--- src/supply_ctrl_pkg.sv ---
// constants, register map and command codes of the supply output controller
package supply_ctrl_pkg;

    // ********************************************************
    // register offsets (byte addresses)
    // ********************************************************
    localparam logic [7:0] OUTPUT_STATE_ADDR = 8'h00;
    localparam logic [7:0] VOLT_SET_ADDR     = 8'h04;
    localparam logic [7:0] CURR_SET_ADDR     = 8'h08;
    localparam logic [7:0] PENDING_CURR_ADDR = 8'h0c;
    localparam logic [7:0] CEILING_ADDR      = 8'h10;
    localparam logic [7:0] OC_THRESH_ADDR    = 8'h14;
    localparam logic [7:0] TRIP_DELAY_ADDR   = 8'h18;
    localparam logic [7:0] COMMAND_ADDR      = 8'h1c;
    localparam logic [7:0] STATUS_ADDR       = 8'h20;
    localparam logic [7:0] QUESTION_ADDR     = 8'h24;
    localparam logic [7:0] ERROR_ADDR        = 8'h28;
    localparam logic [7:0] SEQ_START_ADDR    = 8'h2c;
    localparam logic [7:0] CURR_MAX_ADDR     = 8'h30;
    localparam logic [7:0] CURR_MIN_ADDR     = 8'h34;

    // ********************************************************
    // field positions
    // ********************************************************
    localparam int CMD_TRIGGER   = 0;
    localparam int CMD_OC_CLEAR  = 1;
    localparam int CMD_RUN       = 2;
    localparam int CMD_STOP      = 3;
    localparam int CMD_DEV_RESET = 4;
    localparam int CMD_MEAS_ARGS = 5;
    localparam int CMD_OV_CLEAR  = 6;
    localparam int Q_OV_BIT      = 0;
    localparam int Q_OC_BIT      = 1;
    localparam int Q_WARN_BIT    = 13;

    // ********************************************************
    // model limits, values in mV and mA, reset values
    // ********************************************************
    localparam logic [15:0] MODEL_MAX_VOLT = 16'h61a8;
    localparam logic [15:0] MODEL_MAX_CURR = 16'h0fa0;
    localparam logic [15:0] CLEAR_CURR     = MODEL_MAX_CURR / 16'h0064;
    localparam logic [15:0] RESET_VOLT     = 16'h0000;
    localparam logic [15:0] RESET_CURR     = 16'h0000;
    localparam logic [5:0]  SEQ_LOC_MIN    = 6'h01;
    localparam logic [5:0]  SEQ_LOC_MAX    = 6'h28;
    localparam logic [5:0]  RESET_SEQ_LOC  = 6'h01;
    localparam logic [15:0] ERR_NONE       = 16'h0000;
    localparam logic [15:0] ERR_RANGE      = 16'hff22; // -222
    localparam logic [15:0] ERR_LIMIT      = 16'hfed3; // -301

    // ********************************************************
    // protection delay timing
    // ********************************************************
    localparam int CLK_HZ           = 100_000_000;
    localparam int DELAY_STEP_US    = 33_000;     // 0.033 s per count
    localparam int MAX_DELAY_US     = 8_500_000;  // 8.50 s
    localparam int STEP_CYCLES      = DELAY_STEP_US * (CLK_HZ / 1_000_000);
    localparam logic [8:0] MAX_DELAY_COUNT =
        9'(MAX_DELAY_US / DELAY_STEP_US);
    localparam logic [8:0] RESET_DELAY = 9'h000;

endpackage

--- src/supply_ctrl.sv ---
// command-driven output, limit, protection and sequence control
`timescale 1ns/1ns
module supply_ctrl
    import supply_ctrl_pkg::*;
#(
    parameter int DELAY_STEP_CYCLES = STEP_CYCLES
) (
    // clock and reset
    input  wire logic        CLK,
    input  wire logic        SYS_RST,
    // register port
    input  wire logic [7:0]  ADDR,
    input  wire logic [31:0] WDATA,
    input  wire logic        WR,
    input  wire logic        RD,
    output logic      [31:0] RDATA,
    // measured output and fault detection
    input  wire logic [15:0] MEAS_CURRENT,
    input  wire logic        OV_DETECT,
    // sequencer handshake
    input  wire logic        SEQ_DONE,
    output logic             SEQ_RUN,
    output logic      [5:0]  SEQ_START_LOC,
    output logic             KEYPAD_LOCK,
    // applied output
    output logic             OUTPUT_ENABLE,
    output logic      [15:0] APPLIED_VOLT,
    output logic      [15:0] APPLIED_CURR
);

    // ********************************************************
    // state
    // ********************************************************
    logic        output_on;
    logic [15:0] volt_set;
    logic [15:0] curr_set;
    logic [15:0] pending_current_value;
    logic [15:0] current_ceiling;
    logic [15:0] overcurrent_threshold;
    logic [8:0]  protection_trip_delay;
    logic [5:0]  sequence_start_location;
    logic        sequence_run_control;
    logic        oc_tripped;
    logic        ov_tripped;
    logic        cmd_warn;
    logic [15:0] error_code;
    logic [31:0] step_div;
    logic [8:0]  fault_count;

    // ********************************************************
    // decode
    // ********************************************************
    logic        wr_out;
    logic        wr_volt;
    logic        wr_curr;
    logic        wr_pend;
    logic        wr_ceil;
    logic        wr_thresh;
    logic        wr_delay;
    logic        wr_cmd;
    logic        wr_loc;
    logic        cmd_trigger;
    logic        cmd_oc_clear;
    logic        cmd_ov_clear;
    logic        cmd_run;
    logic        cmd_stop;
    logic        cmd_dev_reset;
    logic        cmd_meas_args;
    logic [15:0] wval;

    assign wval          = WDATA[15:0];
    assign wr_out        = WR && (ADDR == OUTPUT_STATE_ADDR);
    assign wr_volt       = WR && (ADDR == VOLT_SET_ADDR);
    assign wr_curr       = WR && (ADDR == CURR_SET_ADDR);
    assign wr_pend       = WR && (ADDR == PENDING_CURR_ADDR);
    assign wr_ceil       = WR && (ADDR == CEILING_ADDR);
    assign wr_thresh     = WR && (ADDR == OC_THRESH_ADDR);
    assign wr_delay      = WR && (ADDR == TRIP_DELAY_ADDR);
    assign wr_cmd        = WR && (ADDR == COMMAND_ADDR);
    assign wr_loc        = WR && (ADDR == SEQ_START_ADDR);
    assign cmd_trigger   = wr_cmd && WDATA[CMD_TRIGGER];
    assign cmd_oc_clear  = wr_cmd && WDATA[CMD_OC_CLEAR];
    assign cmd_ov_clear  = wr_cmd && WDATA[CMD_OV_CLEAR];
    assign cmd_run       = wr_cmd && WDATA[CMD_RUN];
    assign cmd_stop      = wr_cmd && WDATA[CMD_STOP];
    assign cmd_dev_reset = wr_cmd && WDATA[CMD_DEV_RESET];
    assign cmd_meas_args = wr_cmd && WDATA[CMD_MEAS_ARGS];

    // ********************************************************
    // range checks on written values
    // ********************************************************
    logic curr_over_max;
    logic curr_over_ceil;
    logic pend_over_max;
    logic pend_over_ceil;
    logic volt_bad;
    logic ceil_bad;
    logic thresh_bad;
    logic delay_bad;
    logic loc_bad;

    assign curr_over_max  = wval > MODEL_MAX_CURR;
    assign curr_over_ceil = wval > current_ceiling;
    assign pend_over_max  = wval > MODEL_MAX_CURR;
    assign pend_over_ceil = wval > current_ceiling;
    assign volt_bad       = wval > MODEL_MAX_VOLT;
    assign ceil_bad       = wval > MODEL_MAX_CURR;
    assign thresh_bad     = wval > MODEL_MAX_CURR;
    assign delay_bad      = WDATA[15:0] > 16'(MAX_DELAY_COUNT);
    assign loc_bad        = (WDATA[15:0] < 16'(SEQ_LOC_MIN)) ||
                            (WDATA[15:0] > 16'(SEQ_LOC_MAX));

    // ********************************************************
    // protection delay
    // ********************************************************
    logic oc_fault;
    logic any_fault;
    logic step_tick;
    logic delay_done;
    logic trip_now;

    // threshold compares against measured current, not the setpoint
    assign oc_fault   = MEAS_CURRENT > overcurrent_threshold;
    assign any_fault  = oc_fault || OV_DETECT;
    assign step_tick  = step_div == 32'(DELAY_STEP_CYCLES - 1);
    assign delay_done = fault_count >= protection_trip_delay;
    assign trip_now   = any_fault && delay_done;

    // step divider runs only during a fault so each count is a full step
    always_ff @(posedge CLK) begin
        if (SYS_RST || !any_fault || step_tick) begin
            step_div <= 32'h0000_0000;
        end else begin
            step_div <= step_div + 32'h0000_0001;
        end
    end

    // counts whole steps of continuous fault; restarts when it clears
    always_ff @(posedge CLK) begin
        if (SYS_RST || !any_fault) begin
            fault_count <= 9'h000;
        end else if (step_tick && !delay_done) begin
            fault_count <= fault_count + 9'h001;
        end
    end

    // trip flags; a trip in the clear cycle wins over the clear
    always_ff @(posedge CLK) begin
        if (SYS_RST) begin
            oc_tripped <= 1'b0;
            ov_tripped <= 1'b0;
        end else begin
            if (trip_now && oc_fault) begin
                oc_tripped <= 1'b1;
            end else if (cmd_oc_clear) begin
                oc_tripped <= 1'b0;
            end
            if (trip_now && OV_DETECT) begin
                ov_tripped <= 1'b1;
            end else if (cmd_ov_clear) begin
                ov_tripped <= 1'b0;
            end
        end
    end

    // ********************************************************
    // output state and setpoints
    // ********************************************************
    // output on at power up; off keeps setpoints, applied path zeroes
    always_ff @(posedge CLK) begin
        if (SYS_RST) begin
            output_on <= 1'b1;
        end else if (wr_out) begin
            output_on <= WDATA[0];
        end
    end

    // voltage setpoint, forced to zero by an overcurrent clear
    always_ff @(posedge CLK) begin
        if (SYS_RST) begin
            volt_set <= RESET_VOLT;
        end else if (cmd_oc_clear) begin
            volt_set <= 16'h0000;
        end else if (wr_volt && !volt_bad) begin
            volt_set <= wval;
        end
    end

    // current setpoint: reject, clamp, trigger or clear
    always_ff @(posedge CLK) begin
        if (SYS_RST) begin
            curr_set <= RESET_CURR;
        end else if (cmd_oc_clear) begin
            curr_set <= CLEAR_CURR;
        end else if (wr_curr && !curr_over_max) begin
            curr_set <= curr_over_ceil ? current_ceiling : wval;
        end else if (cmd_trigger) begin
            curr_set <= pending_current_value;
        end
    end

    // pending current is held apart until a trigger moves it
    always_ff @(posedge CLK) begin
        if (SYS_RST) begin
            pending_current_value <= RESET_CURR;
        end else if (wr_pend && !pend_over_max) begin
            pending_current_value <= pend_over_ceil ? current_ceiling
                                                    : wval;
        end
    end

    // ceiling and threshold are range-checked, rejects keep old value
    always_ff @(posedge CLK) begin
        if (SYS_RST) begin
            current_ceiling       <= MODEL_MAX_CURR;
            overcurrent_threshold <= MODEL_MAX_CURR;
        end else begin
            if (wr_ceil && !ceil_bad) begin
                current_ceiling <= wval;
            end
            if (wr_thresh && !thresh_bad) begin
                overcurrent_threshold <= wval;
            end
        end
    end

    // delay stored as integer step count, read back as stored
    always_ff @(posedge CLK) begin
        if (SYS_RST) begin
            protection_trip_delay <= RESET_DELAY;
        end else if (wr_delay && !delay_bad) begin
            protection_trip_delay <= WDATA[8:0];
        end
    end

    // ********************************************************
    // stored sequence
    // ********************************************************
    // start location only changes when valid
    always_ff @(posedge CLK) begin
        if (SYS_RST) begin
            sequence_start_location <= RESET_SEQ_LOC;
        end else if (wr_loc && !loc_bad) begin
            sequence_start_location <= WDATA[5:0];
        end
    end

    // run state; stop, device reset or sequencer end all halt it
    always_ff @(posedge CLK) begin
        if (SYS_RST) begin
            sequence_run_control <= 1'b0;
        end else if (cmd_stop || cmd_dev_reset) begin
            sequence_run_control <= 1'b0;
        end else if (cmd_run) begin
            sequence_run_control <= 1'b1;
        end else if (SEQ_DONE) begin
            sequence_run_control <= 1'b0;
        end
    end

    // ********************************************************
    // warning flag and error queue
    // ********************************************************
    logic rd_question;
    logic rd_error;
    logic new_error;
    logic [15:0] new_code;

    assign rd_question = RD && (ADDR == QUESTION_ADDR);
    assign rd_error    = RD && (ADDR == ERROR_ADDR);

    // the queue holds the latest error; range errors outrank clamps
    always_comb begin
        new_error = 1'b1;
        new_code  = ERR_RANGE;
        if ((wr_curr && curr_over_max) || (wr_pend && pend_over_max) ||
            (wr_volt && volt_bad) || (wr_ceil && ceil_bad) ||
            (wr_thresh && thresh_bad) || (wr_delay && delay_bad) ||
            (wr_loc && loc_bad)) begin
            new_code = ERR_RANGE;
        end else if (wr_curr && curr_over_ceil) begin
            new_code = ERR_LIMIT;
        end else begin
            new_error = 1'b0;
        end
    end

    // reading the queue empties it; a new error in that cycle is kept
    always_ff @(posedge CLK) begin
        if (SYS_RST) begin
            error_code <= ERR_NONE;
        end else if (new_error) begin
            error_code <= new_code;
        end else if (rd_error) begin
            error_code <= ERR_NONE;
        end
    end

    // warning is an event bit cleared by reading, set wins
    always_ff @(posedge CLK) begin
        if (SYS_RST) begin
            cmd_warn <= 1'b0;
        end else if (cmd_meas_args) begin
            cmd_warn <= 1'b1;
        end else if (rd_question) begin
            cmd_warn <= 1'b0;
        end
    end

    // ********************************************************
    // read port
    // ********************************************************
    logic [31:0] next_rdata;

    // setpoint reads show stored values even while output is off
    always_comb begin
        next_rdata = 32'h0000_0000;
        unique case (ADDR)
            OUTPUT_STATE_ADDR: next_rdata = {31'h0, output_on};
            VOLT_SET_ADDR:     next_rdata = {16'h0, volt_set};
            CURR_SET_ADDR:     next_rdata = {16'h0, curr_set};
            PENDING_CURR_ADDR: next_rdata = {16'h0, pending_current_value};
            CEILING_ADDR:      next_rdata = {16'h0, current_ceiling};
            OC_THRESH_ADDR:    next_rdata = {16'h0, overcurrent_threshold};
            TRIP_DELAY_ADDR:   next_rdata = {23'h0, protection_trip_delay};
            STATUS_ADDR:       next_rdata = {29'h0, ov_tripped,
                                             sequence_run_control,
                                             oc_tripped};
            QUESTION_ADDR: begin
                next_rdata[Q_WARN_BIT] = cmd_warn;
                next_rdata[Q_OC_BIT]   = oc_tripped;
                next_rdata[Q_OV_BIT]   = ov_tripped;
            end
            ERROR_ADDR:        next_rdata = {16'h0, error_code};
            SEQ_START_ADDR:    next_rdata = {26'h0, sequence_start_location};
            CURR_MAX_ADDR: next_rdata = {16'h0, MODEL_MAX_CURR};
            CURR_MIN_ADDR:     next_rdata = 32'h0000_0000;
            default:           next_rdata = 32'h0000_0000;
        endcase
    end

    // read data stands only in the cycle after the strobe
    always_ff @(posedge CLK) begin
        if (SYS_RST || !RD) begin
            RDATA <= 32'h0000_0000;
        end else begin
            RDATA <= next_rdata;
        end
    end

    // ********************************************************
    // applied output
    // ********************************************************
    logic out_live;

    // trip or off zeroes the applied values but never the setpoints
    assign out_live = output_on && !oc_tripped && !ov_tripped;

    always_ff @(posedge CLK) begin
        if (SYS_RST) begin
            OUTPUT_ENABLE <= 1'b0;
            APPLIED_VOLT  <= 16'h0000;
            APPLIED_CURR  <= 16'h0000;
        end else begin
            OUTPUT_ENABLE <= out_live;
            APPLIED_VOLT  <= out_live ? volt_set : 16'h0000;
            APPLIED_CURR  <= out_live ? curr_set : 16'h0000;
        end
    end

    // sequence outputs: keypad locked for as long as the run lasts
    always_ff @(posedge CLK) begin
        if (SYS_RST) begin
            SEQ_RUN       <= 1'b0;
            KEYPAD_LOCK   <= 1'b0;
            SEQ_START_LOC <= RESET_SEQ_LOC;
        end else begin
            SEQ_RUN       <= sequence_run_control;
            KEYPAD_LOCK   <= sequence_run_control;
            SEQ_START_LOC <= sequence_start_location;
        end
    end

endmodule

--- config.mk ---
export PLATFORM = sky130hd
export DESIGN_NAME = supply_ctrl
export DESIGN_NICKNAME = d
export VERILOG_FILES = /design/src/supply_ctrl_pkg.sv /design/src/supply_ctrl.sv
export SDC_FILE = /design/constraint.sdc
export NUM_CORES = 1
export LEC_CHECK = 0
export BUFFER_PORTS_ARGS = -buffer_cell sky130_fd_sc_hd__buf_2
export CAP_MARGIN = 10
export CORE_UTILIZATION = 28
export CTS_CLUSTER_DIAMETER = 150
export DETAILED_ROUTE_END_ITERATION = 10
export PLACE_DENSITY = 0.54
export SLEW_MARGIN = 30
export SYNTH_ARGS = -nofsm -noshare
export SYNTH_HDL_FRONTEND = slang
export SYNTH_SLANG_ARGS = --single-unit
--- constraint.sdc ---
create_clock -name CLK -period 3 [get_ports CLK]
set_input_delay 0.6 -clock CLK [delete_from_list [all_inputs] [get_ports CLK]]
set_output_delay 0.6 -clock CLK [all_outputs]
set_load 0.02 [all_outputs]
== Yosys cells after proc, flatten, opt, wreduce, memory -nomap -nowiden ==
Cells that the tools add are included.

* Muxes and demuxes: 22
* Bitwise operators: 1
* Order comparisons: 8
* Reduce and logical (&&, ||, !) cells: 71
* Add/subtract/negate cells: 2
* Eq/ne operators: 13

{| class="wikitable"
|+ Operators by type and width
! operator !! number
|-
| one-hot mux 11 bit (10 select lines) || 1
|-
| two-way mux 16 bit || 5
|-
| equality test 8 x 6 -> 1 bit (second input constant) || 5
|-
| logical AND 1 bit || 39
|-
| adder 32 x 1 -> 32 bit (second input constant) || 1
|-
| equality test 32 x 22 -> 1 bit (second input constant) || 1
|-
| equality test 8 x 5 -> 1 bit (second input constant) || 4
|-
| greater-than comparator 16 bit || 2
|-
| one-hot mux 2 bit (11 select lines) || 1
|-
| two-way mux 9 bit || 2
|-
| equality test 8 x 4 -> 1 bit (second input constant) || 2
|-
| greater-than comparator 16 x 12 -> 1 bit (second input constant) || 1
|-
| greater-than comparator 16 x 15 -> 1 bit (second input constant) || 1
|-
| greater-than comparator 16 x 6 -> 1 bit (second input constant) || 1
|-
| greater-than comparator 16 x 9 -> 1 bit (second input constant) || 1
|-
| < comparator 16 x 1 -> 1 bit (second input constant) || 1
|-
| logical OR 1 bit || 12
|-
| one-hot mux 2 bit (6 select lines) || 1
|-
| nonzero test 2 bit || 6
|-
| two-way mux 1 bit || 10
|-
| adder 9 x 1 -> 9 bit (second input constant) || 1
|-
| >= comparator 9 bit || 1
|-
| logical NOT 1 bit || 9
|-
| equality test 8 x 3 -> 1 bit (second input constant) || 1
|-
| other kinds (6) || 8
|}

* Input bits: 62
* Word-level logic and storage cells: 139
* Output and inout bits: 73
* Register bits after elaboration: 229

== Longest topological paths before layout ==
Gate-level depths: netlist (run 1).

* Depth after elaboration: 11
* Depth in mapped cells: 10

== Worst setup path before layout (run 1) ==
OpenSTA, ideal clock, no wires.

* Path type: input to register
* From: input port MEAS_CURRENT[9]
* To: register step_div[11]
* Required time: 2.870 ns
* Slack: 0.345 ns
* Buffers on the path: 1
* Arrival time: 2.525 ns
* Stages on the path: 8
* Setup time: 0.130 ns
* Cells stage by stage: ha_1 -> a21o_1 -> a21o_1 -> a2111oi_0 -> o21ai_0 -> o311ai_1 -> buf_2 -> nor3_1

* Word-level cells in the longest chain between the ends: 5

{| class="wikitable"
|+ RTL lines
! item !! RTL line !! source
|-
| start, declared || supply_ctrl.sv:18 || <nowiki>input wire logic [15:0] MEAS_CURRENT,</nowiki>
|-
| greater-than comparator 16 bit || supply_ctrl.sv:123 || <nowiki>assign oc_fault = MEAS_CURRENT > overcurrent_threshold;</nowiki>
|-
| logical OR 1 bit || supply_ctrl.sv:124 || <nowiki>assign any_fault = oc_fault || OV_DETECT;</nowiki>
|-
| logical NOT 1 bit || supply_ctrl.sv:131 || <nowiki>if (SYS_RST || !any_fault || step_tick) begin</nowiki>
|-
| logical OR 1 bit (2 in series) || supply_ctrl.sv:131 ||
|-
| end signal, assigned || supply_ctrl.sv:134 || <nowiki>step_div <= step_div + 32'h0000_0001;</nowiki>
|-
| end, declared || supply_ctrl.sv:47 || <nowiki>logic [31:0] step_div;</nowiki>
|}

Every way passes these cells.
A chain may end at the register's enable or synchronous reset.

== Worst setup path after layout (run 1) ==
* From: register overcurrent_threshold[9]
* To: register step_div[5]

* Word-level cells in the longest chain between the ends: 5

{| class="wikitable"
|+ RTL lines
! item !! RTL line !! source
|-
| start, declared || supply_ctrl.sv:39 || <nowiki>logic [15:0] overcurrent_threshold;</nowiki>
|-
| start signal, assigned || supply_ctrl.sv:222 || <nowiki>overcurrent_threshold <= wval;</nowiki>
|-
| greater-than comparator 16 bit || supply_ctrl.sv:123 ||
|-
| logical OR 1 bit || supply_ctrl.sv:124 ||
|-
| logical NOT 1 bit || supply_ctrl.sv:131 ||
|-
| logical OR 1 bit (2 in series) || supply_ctrl.sv:131 ||
|}

Every way passes these cells.

==> results of run 1 <==
[metrics by stage]
step           cell area [um^2]  instances  setup slack (ps)  utilization  total power (W)
2_1_floorplan              9550       1061               345            -          0.00292
3_3_place_gp              10700       1583               122        0.320          0.00305
3_5_place_dp              10700       1583               108        0.320          0.00306
4_1_cts                   11300       1614               341        0.339          0.00548
5_1_grt                   11300       1615               165        0.339          0.00561
6_report                  11300       1615               338        0.339          0.00542
[layout make-up]
cell class / instances / area (um^2)
clock inverter: 14 / 205
multi-input combinational: 730 / 4960
fill: 3471 / 22100
timing repair buffer: 155 / 996
sequential: 200 / 4000
clock buffer: 17 / 425
inverter: 50 / 188
antenna: 1 / 2.50
tap: 448 / 561
[logic make-up after synthesis]
family | count (synthesis) | synth area share
buffers and inverters | 131 | 0.0645
other | 1 | 0.000395
flip-flops | 200 | 0.422
adder cells (fa/ha/maj) | 43 | 0.0567
XOR/XNOR | 37 | 0.0341
multiplexers | 56 | 0.0591
AND/OR/NAND/NOR | 366 | 0.203
AO/OA/AOI/OAI | 212 | 0.160
[synth_stat cells, types with 4 or more instances]
cell / instances / share of area
ha_1: 43 / 0.057
a211oi_1: 47 / 0.037
a21o_1: 9 / 0.0071
and3_1: 32 / 0.021
nand3b_1: 4 / 0.0032
mux2i_1: 56 / 0.059
a222oi_1: 12 / 0.013
nand4_1: 14 / 0.0092
nand2_1: 54 / 0.021
inv_1: 50 / 0.020
a22oi_1: 23 / 0.018
nor3_1: 30 / 0.016
and4_1: 7 / 0.0065
or3_1: 4 / 0.0026
buf_2: 21 / 0.011
xor2_1: 20 / 0.018
nor2_1: 117 / 0.046
and2_1: 36 / 0.024
nor2b_1: 11 / 0.0073
o2111ai_1: 4 / 0.0037
xnor2_1: 17 / 0.016
a22o_1: 4 / 0.0037
a31oi_1: 15 / 0.0099
clkbuf_1: 37 / 0.015
buf_4: 21 / 0.017
nor4bb_1: 5 / 0.0053
a221oi_1: 4 / 0.0037
nand3_1: 16 / 0.0084
nor4_1: 9 / 0.0059
o21ai_0: 20 / 0.011
a21oi_1: 31 / 0.016
o211ai_1: 17 / 0.013
dfxtp_1: 200 / 0.42
nor4b_1: 4 / 0.0037
[worst max-delay path: cells and delay by family, from the launching register on]
family,cells,cell delay (ps)
buffers and inverters,3,520
AOI/OAI and AO/OA,5,1200
and+or+nand+nor,1,90
adders and majority gates,1,300
DFF,1,420
[sequential cells by signal (all words and copies together), names as in the netlist, 9 cells and up]
register and flops:
APPLIED_CURR 16, step_div 32, fault_count 9, APPLIED_VOLT 16, protection_trip_delay 9, current_ceiling 16
volt_set 16, pending_current_value 16, overcurrent_threshold 16, RDATA 16, curr_set 16
[metal layers]
metal / vias to the layer above / wire [um] / global-route usage
li1: 3949 / - / -
met1: 3869 / 13800 / 0.240
met2: 293 / 13300 / 0.273
met3: 35 / 2070 / 0.0364
met4: 0 / 593 / 0.0626
met5: - / 0 / 0
[path summary, 6_finish.rpt]
kind | slack (ps) | cells after the start | end | from
hold / removal | 460 | 3 | overcurrent_threshold[9] | WDATA[9]
hold reg to reg | 490 | 1 | step_div[0] | step_div[0]
setup / recovery | 340 | 10 | step_div[5] | overcurrent_threshold[9]
setup reg to reg | 340 | 10 | step_div[5] | overcurrent_threshold[9]
[power breakdown]
group / internal (W) / switching [W] / leakage, nW
registers: 0.00266 / 0.00000699 / 1.61
clock network: 0.00128 / 0.00115 / 0.305
logic: 0.000109 / 0.000221 / 2.54
==> flow_summary.json, run 1 <==
{
  "whs_ps": 462,
  "cp_max_fo": 41,
  "critPathSlowestCell": "a2111oi_0",
  "worstSetupStartpointType": "flip-flop",
  "finClkSkew_ps": 17.2,
  "track_usage": 0.176,
  "end_kind": "flip-flop",
  "required_ps": 3330,
  "synth_edf_count": 0,
  "area_growth_pct": 19.5,
  "die_width_um": 186,
  "grt_max_degree": 67,
  "drtIter0Drc": 821,
  "gp_congestion": 0.909,
  "avgSynthCellArea_um2": 9.07,
  "clkSlewWorstSetupHoldPaths_ps": 70,
  "ant_nets": 0,
  "viasPerCell": 5.04,
  "cts.sinks": 200,
  "finalHoldViolations": 0,
  "grt_first_pass_wirelength_um": 45200,
  "ys.warnings.count": 0,
  "finalNetCount": 1259,
  "p_leak_nw": 4.46,
  "clk_path_buf_depth": 2,
  "hold_path_class": "in2reg",
  "cts_tree": "done",
  "antenna_found_initial": 1,
  "ys_ff_latch": 200,
  "portBuffers": 102,
  "ioPinCount": 135,
  "die_h_um": 186,
  "grt_overflow": 0,
  "worstSetupPathType": "reg2reg",
  "period_minus_slack_ps": 2660,
  "synth_seq_area_share": 0.422,
  "slew_viol_final": 0,
  "drive_above_1_share": 0.176,
  "cts_buffers": 17,
  "vdd_drop_max_mv": 0.392,
  "setup_viol": 0,
  "hpwl_um": 22100,
  "syn_inst": 1046,
  "start_util": 0.284,
  "worstSkewPairLatency_ps": 450,
  "cts_hold_buf": 0,
  "ctsRootBufferMaster": "clkbuf_16",
  "ys.flop_type": "dfxtp_1",
  "ys_types": 67,
  "crit_path_cell_trace": "inv_1 -> ha_1 -> a21o_1 -> a21o_1 -> a2111oi_0 -> buf_4 -> o21ai_0 -> o311ai_4 -> buf_12 -> nor3_1",
  "htreeDepth": 4,
  "cts-resized-gates": 0,
  "row_count": 67,
  "dieArea_mm2": 0.0346,
  "final_common_cell": "dfxtp_1",
  "core_mm2": 0.0334,
  "status": "complete, no violations",
  "firstDrtPassIters": 6,
  "cts_setup_buffers": 0,
  "max_slew_margin": 0.368,
  "power.density_mw_per_mm2": 478,
  "num_vias": 8146,
  "tns_ps": 0,
  "drv_cap": 0,
  "tightest_slew_ps": 947,
  "most-common-layout-cells": "200 x dfxtp_1, 117 x nor2_1, 102 x buf_2, 56 x mux2i_1, 54 x nand2_1",
  "arrival_ps": 2990,
  "max_stage_delay_ps": 440,
  "drc": 0,
  "grt_pass1_vias": 7614,
  "async_reset_ff_frac": 0,
  "netlist_area_mm2": 0.00949,
  "fmax_mhz": 376,
  "postRouteWirelength_um": 29800,
  "grt_setup_unrepaired": "false",
  "min_period_over_period": 0.887,
  "drt-wirelength-per-cell_um": 18.4,
  "crit_top_cell": "a21o_1"
}
Power figures use the tool's default switching activity.
==> inputs of run 2 (changes only) <==
--- a/config.mk
+++ b/config.mk
@@ -7,10 +7,10 @@
 export LEC_CHECK = 0
 export BUFFER_PORTS_ARGS = -buffer_cell sky130_fd_sc_hd__buf_2
 export CAP_MARGIN = 10
-export CORE_UTILIZATION = 28
+export CORE_UTILIZATION = 50
 export CTS_CLUSTER_DIAMETER = 150
 export DETAILED_ROUTE_END_ITERATION = 10
-export PLACE_DENSITY = 0.54
+export PLACE_DENSITY = 0.8
 export SLEW_MARGIN = 30
 export SYNTH_ARGS = -nofsm -noshare
 export SYNTH_HDL_FRONTEND = slang
==> run 2 against run 1 <==
Against the previous run: clock power decreased by 7%; hold slack improved by 20 ps; global-route usage increased by 10 points; sequential cell count unchanged; clock-buffer cell count increased by 1; register-to-register slack improved by 50 ps; cell area decreased by 2.8%; critical endpoint is now pending_current_value[11]; largest cell class unchanged; largest power group unchanged.
==> flow_summary.json, run 2 (same netlist as run 1, synthesis figures left out) <==
{
  "finClkSkew_ps": 10.3,
  "grt_pass1_vias": 7869,
  "status": "complete, no violations",
  "setup_viol": 0,
  "tns_ps": 0,
  "grt_overflow": 0,
  "cts_hold_buf": 0,
  "cts_setup_buffers": 0,
  "final_common_cell": "dfxtp_1",
  "cts.sinks": 200,
  "ioPinCount": 135,
  "layoutNonFillerInstCount": 1399,
  "power.density_mw_per_mm2": 477,
  "start_util": 0.509,
  "slew_viol_final": 0,
  "cts-resized-gates": 0,
  "hold_path_class": "in2reg",
  "totalPowerFinal_w": 0.00526,
  "finalHoldViolations": 0,
  "cts_buffers": 17,
  "viasPerCell": 6.03,
  "clkSlewWorstSetupHoldPaths_ps": 70,
  "dp.cells": 1367,
  "drc": 0,
  "grt_first_pass_wirelength_um": 42400,
  "min_period_over_period": 0.871,
  "hpwl_um": 19300,
  "area_growth_pct": 16.2,
  "cts_tree": "done",
  "htreeDepth": 4,
  "ctsRootBufferMaster": "clkbuf_16",
  "die_width_um": 140,
  "regMostFlops": "step_div",
  "p_leak_nw": 4.44,
  "worstSkewPairLatency_ps": 440,
  "dieArea_mm2": 0.0195,
  "arrival_ps": 2900,
  "end_kind": "flip-flop",
  "drive_above_1_share": 0.175,
  "worstSetupStartpointType": "flip-flop",
  "diodes": 0,
  "track_usage": 0.280,
  "fmax_mhz": 383,
  "largest_register_ffs": 32,
  "max_slew_margin": 0.485,
  "grt_max_degree": 67,
  "num-fill-cells": 1616,
  "core_mm2": 0.0186,
  "period_minus_slack_ps": 2610,
  "required_ps": 3280,
  "drt-wirelength-per-cell_um": 19.3,
  "tightest_slew_ps": 762,
  "vdd_drop_max_mv": 0.418,
  "cp_max_fo": 23,
  "num_vias": 8438,
  "row_count": 50,
  "gp_congestion": 0.952,
  "ant_nets": 0,
  "most-common-layout-cells": "200 x dfxtp_1, 117 x nor2_1, 102 x buf_2, 56 x mux2i_1, 54 x nand2_1",
  "finalNetCount": 1257,
  "worstSetupPathType": "reg2reg",
  "portBuffers": 102,
  "drv_cap": 0,
  "postRouteWirelength_um": 27000,
  "drtIter0Drc": 1084,
  "firstDrtPassIters": 8,
  "post-route-util": 0.591,
  "clk_path_buf_depth": 2,
  "place_area_mm2": 0.0104,
  "die_h_um": 140,
  "grt_setup_unrepaired": "false",
  "antenna_found_initial": 0,
  "fin_area_mm2": 0.0110
}
-- run 2: cell count changes in the layout (fill, tap and decap cells not counted) --
cell,before,now
clkinv_4,2,3
clkinv_8,5,3
clkinv_2,0,1
inv_6,4,3
inv_8,1,4
bufinv_16,2,0
clkbuf_8,0,1
buf_4,46,43
diode_2,1,0
buf_12,7,8
-- run 2: final timing paths --
check / start / to / slack [ps] / depth (start not counted)
worst min register to register: sequence_run_control / KEYPAD_LOCK / 490 / 1
worst min-delay path: SEQ_DONE / sequence_run_control / 480 / 4
worst max-delay path: current_ceiling[15] / pending_current_value[11] / 390 / 9
worst max register to register: current_ceiling[15] / pending_current_value[11] / 390 / 9
-- run 2: where the power goes --
| group | switching (W) | internal [W] | total [W] | leakage [nW] |
|---|---|---|---|---|
| sequential | 0.00000665 | 0.00266 | 0.00267 | 1.61 |
| clock | 0.00113 | 0.00114 | 0.00227 | 0.291 |
| combinational | 0.000220 | 0.000107 | 0.000328 | 2.53 |
-- run 2: final cells by class --
type / count / area [um^2] / area share
multi-input combinational: 730 / 4960 / 0.450
sequential: 200 / 4000 / 0.363
timing repair buffer: 153 / 993 / 0.0901
clock buffer: 18 / 439 / 0.0398
tap: 234 / 293 / 0.0266
inverter: 50 / 188 / 0.0170
clock inverter: 14 / 151 / 0.0137
-- run 2: per-layer routing --
metal	wire length, um	global-route usage	share of wire	vias to the layer above
met5	0	0	0	-
met4	1030	0.120	0.038	0
met3	2760	0.0664	0.10	89
met2	12100	0.440	0.45	453
met1	11100	0.367	0.41	3927
li1	-	-	-	3969
-- run 2: through the flow --
stage / hold WS, ps / setup WS, ps
3_3_place_gp: 471 / 193
5_1_grt: 502 / 257
4_1_cts: 472 / 445
6_report: 481 / 386
3_5_place_dp: 479 / 142
2_1_floorplan: 440 / 345
-- run 2: worst max-delay path: stages (launching register included) --
cell and delay, ps:
dfxtp_1 400, inv_1 80, ha_1 320, nand4_1 150
nor4_1 390, a21boi_0 220, o31a_1 190, buf_12 200
mux2i_1 360, a211oi_1 140
==> inputs of run 3 (changes only) <==
--- a/config.mk
+++ b/config.mk
@@ -5,12 +5,13 @@
 export SDC_FILE = /design/constraint.sdc
 export NUM_CORES = 1
 export LEC_CHECK = 0
+export ABC_AREA = 1
 export BUFFER_PORTS_ARGS = -buffer_cell sky130_fd_sc_hd__buf_2
 export CAP_MARGIN = 10
 export CORE_UTILIZATION = 50
 export CTS_CLUSTER_DIAMETER = 150
 export DETAILED_ROUTE_END_ITERATION = 10
-export PLACE_DENSITY = 0.8
+export PLACE_DENSITY = 0.79
 export SLEW_MARGIN = 30
 export SYNTH_ARGS = -nofsm -noshare
 export SYNTH_HDL_FRONTEND = slang
==> run 3 against run 2 <==
Against the previous run: register-to-register slack better by 370 ps; setup slack gained 370 ps; core utilization shrank 1.0 points; synthesized cell count up 40%; die area rose by 12%; sequential power is essentially flat; cell count rose by 32%; clock skew shrank 1.9 ps; combinational power up 5%; synthesized area is 12% higher; maximum frequency is 16% higher; highest routed layer unchanged.
==> flow_summary.json, run 3 <==
{
  "status": "complete, no violations",
  "synth.largest_area_cell": "dfxtp_1",
  "synth_seq_area_share": 0.377,
  "num_vias": 9887,
  "dieArea_mm2": 0.0218,
  "final_common_cell": "nand2_1",
  "postRouteWirelength_um": 30600,
  "p_seq_frac": 0.491,
  "vdd_drop_max_mv": 0.366,
  "area_growth_pct": 12.2,
  "most-common-layout-cells": "280 x nand2_1, 216 x inv_1, 200 x dfxtp_1, 154 x nor2_1, 102 x buf_2",
  "ys.flop_type": "dfxtp_1",
  "start_util": 0.518,
  "hpwl_um": 23200,
  "p_leak_nw": 5.30,
  "netlist_area_mm2": 0.0106,
  "clk_path_buf_depth": 2,
  "regMostFlops": "step_div",
  "gp_congestion": 0.960,
  "p_int_w": 0.00409,
  "htreeDepth": 4,
  "ys_types": 51,
  "async_reset_ff_frac": 0,
  "grt_overflow": 0,
  "grt_first_pass_wirelength_um": 47600,
  "synth_edf_count": 0,
  "largest_register_ffs": 32,
  "firstDrtPassIters": 6,
  "end_kind": "flip-flop",
  "period_minus_slack_ps": 2250,
  "syn_inst": 1461,
  "yosysMostFrequentCell": "nand2_1",
  "grt_setup_unrepaired": "false",
  "synth_top_area_share": 0.377,
  "worstSetupStartpointType": "flip-flop",
  "ioPinCount": 135,
  "portBuffers": 102,
  "max_stage_delay_ps": 480,
  "tns_ps": 0,
  "critPathSlowestCell": "nand2_1",
  "die_width_um": 148,
  "hold_path_class": "reg2reg",
  "cts_buffers": 17,
  "cts_tree": "done",
  "tightest_slew_ps": 899,
  "slew_viol_final": 0,
  "drc": 0,
  "arrival_ps": 2590,
  "core_mm2": 0.0205,
  "swShare": 0.248,
  "cts.sinks": 200,
  "synth_common_cells": "280 x nand2_1, 216 x inv_1, 200 x dfxtp_1",
  "avgSynthCellArea_um2": 7.27,
  "crit_top_cell": "nand2_1",
  "required_ps": 3340,
  "finClkSkew_ps": 8.40,
  "power.density_mw_per_mm2": 457,
  "grt_pass1_vias": 9187,
  "worstSkewPairLatency_ps": 450,
  "fmax_mhz": 445,
  "track_usage": 0.284,
  "viasPerCell": 5.36,
  "finalNetCount": 1664,
  "max_slew_margin": 0.400,
  "die_h_um": 148,
  "pwr-share-comb": 0.063,
  "cts_hold_buf": 0,
  "antenna_found_initial": 2,
  "ys_ff_latch": 200,
  "drtIter0Drc": 933,
  "worstSetupPathType": "reg2reg",
  "cts_setup_buffers": 0,
  "crit_path_cell_trace": "inv_1 -> ha_1 -> a21oi_1 -> o21ai_0 -> nor2_1 -> nand2_2 -> nand2_1 -> nand2_1 -> nand2_1 -> nand2_1 -> nand2_1 -> inv_1",
  "cp_max_fo": 16,
  "synth_area_leaders": "dfxtp_1 38%, nand2_1 9.9%, inv_1 7.6%",
  "p_sw_w": 0.00135,
  "power.share.clock": 0.446,
  "grt_max_degree": 38,
  "ys.warnings.count": 0,
  "drive_above_1_share": 0.173,
  "drt-wirelength-per-cell_um": 16.6,
  "finalHoldViolations": 0,
  "ant_nets": 0,
  "min_period_over_period": 0.749,
  "clkSlewWorstSetupHoldPaths_ps": 70,
  "post-route-util": 0.581,
  "cts-resized-gates": 0,
  "ctsRootBufferMaster": "clkbuf_16",
  "row_count": 52,
  "drv_cap": 0,
  "num-fill-cells": 1924,
  "setup_viol": 0
}
run 3: cell types whose count changed in the layout (fill, tap and decap cells not counted), sizes merged, moves of 43 or more:
cell    before  now
o21ai       23   73
nand2       54  302
nand3       16   90
inv         57  247
nor2       120  184
a211oi      47    2
mux2i       56    0
a21oi       31   74
run 3: cell families (layout without fill, tap and decap cells):
family,count (synthesis),count (layout),share of synthesized area
and+or+nand+nor,672,672,0.298
buffers and inverters,302,398,0.123
AOI/OAI and AO/OA,208,208,0.122
DFF,200,200,0.377
adders and majority gates,43,43,0.0507
xor gates and xnor gates,35,35,0.0289
other,1,18,0.000353
run 3: area by class of cell:
cell class | count | area (um^2) | area share
Multi-Input combinational cell | 974 | 5370 | 0.450
Sequential cell | 200 | 4000 | 0.336
Inverter | 241 | 907 | 0.0761
Timing Repair Buffer | 125 | 683 | 0.0573
Clock buffer | 18 | 429 | 0.0360
Tap cell | 270 | 338 | 0.0284
Clock inverter | 14 | 184 | 0.0154
Antenna cell | 2 | 5.00 | 0.000420
run 3: path summary, 6_finish.rpt:
kind	startpoint	endpoint	slack, ps	cells past startpoint
worst min register to register	step_div[0]	step_div[0]	450	1
worst max-delay path	current_ceiling[13]	pending_current_value[15]	750	12
worst max register to register	current_ceiling[13]	pending_current_value[15]	750	12
worst min-delay path	step_div[0]	step_div[0]	450	1
run 3: metrics by stage:
step / hold slack, ps / area [um^2] / std cells / worst slack (ps) / total power, W
floorplan: 417 / 10700 / 1476 / 979 / 0.00297
detailed placement: 443 / 11300 / 1810 / 452 / 0.00307
global route: 472 / 11900 / 1842 / 570 / 0.00560
finish: 449 / 11900 / 1844 / 754 / 0.00544
CTS: 448 / 11900 / 1842 / 803 / 0.00546
global placement: 429 / 11300 / 1810 / 511 / 0.00306
run 3: power groups by stage:
stage / registers (W) / logic, W / clock network (W)
detailed placement: 0.00273 / 0.000335 / 0
finish: 0.00267 / 0.000344 / 0.00243
floorplan: 0.00273 / 0.000233 / 0
global route: 0.00267 / 0.000377 / 0.00255
CTS: 0.00267 / 0.000338 / 0.00245
global placement: 0.00273 / 0.000330 / 0
run 3: worst max-delay path: cells and delay by family, from the launching register on:
kind	cells	cell delay, ps
adder cells (fa/ha/maj)	1	300
AO/OA/AOI/OAI	2	250
buffers and inverters	2	140
AND/OR/NAND/NOR	7	1120
flip-flops	1	340
run 3: layer usage:
metal,track usage,wire length [um],part of all wire
met4,0.157,1470,0.048
met1,0.343,12300,0.40
met3,0.0512,2460,0.080
met2,0.477,14300,0.47
met5,0,0,0
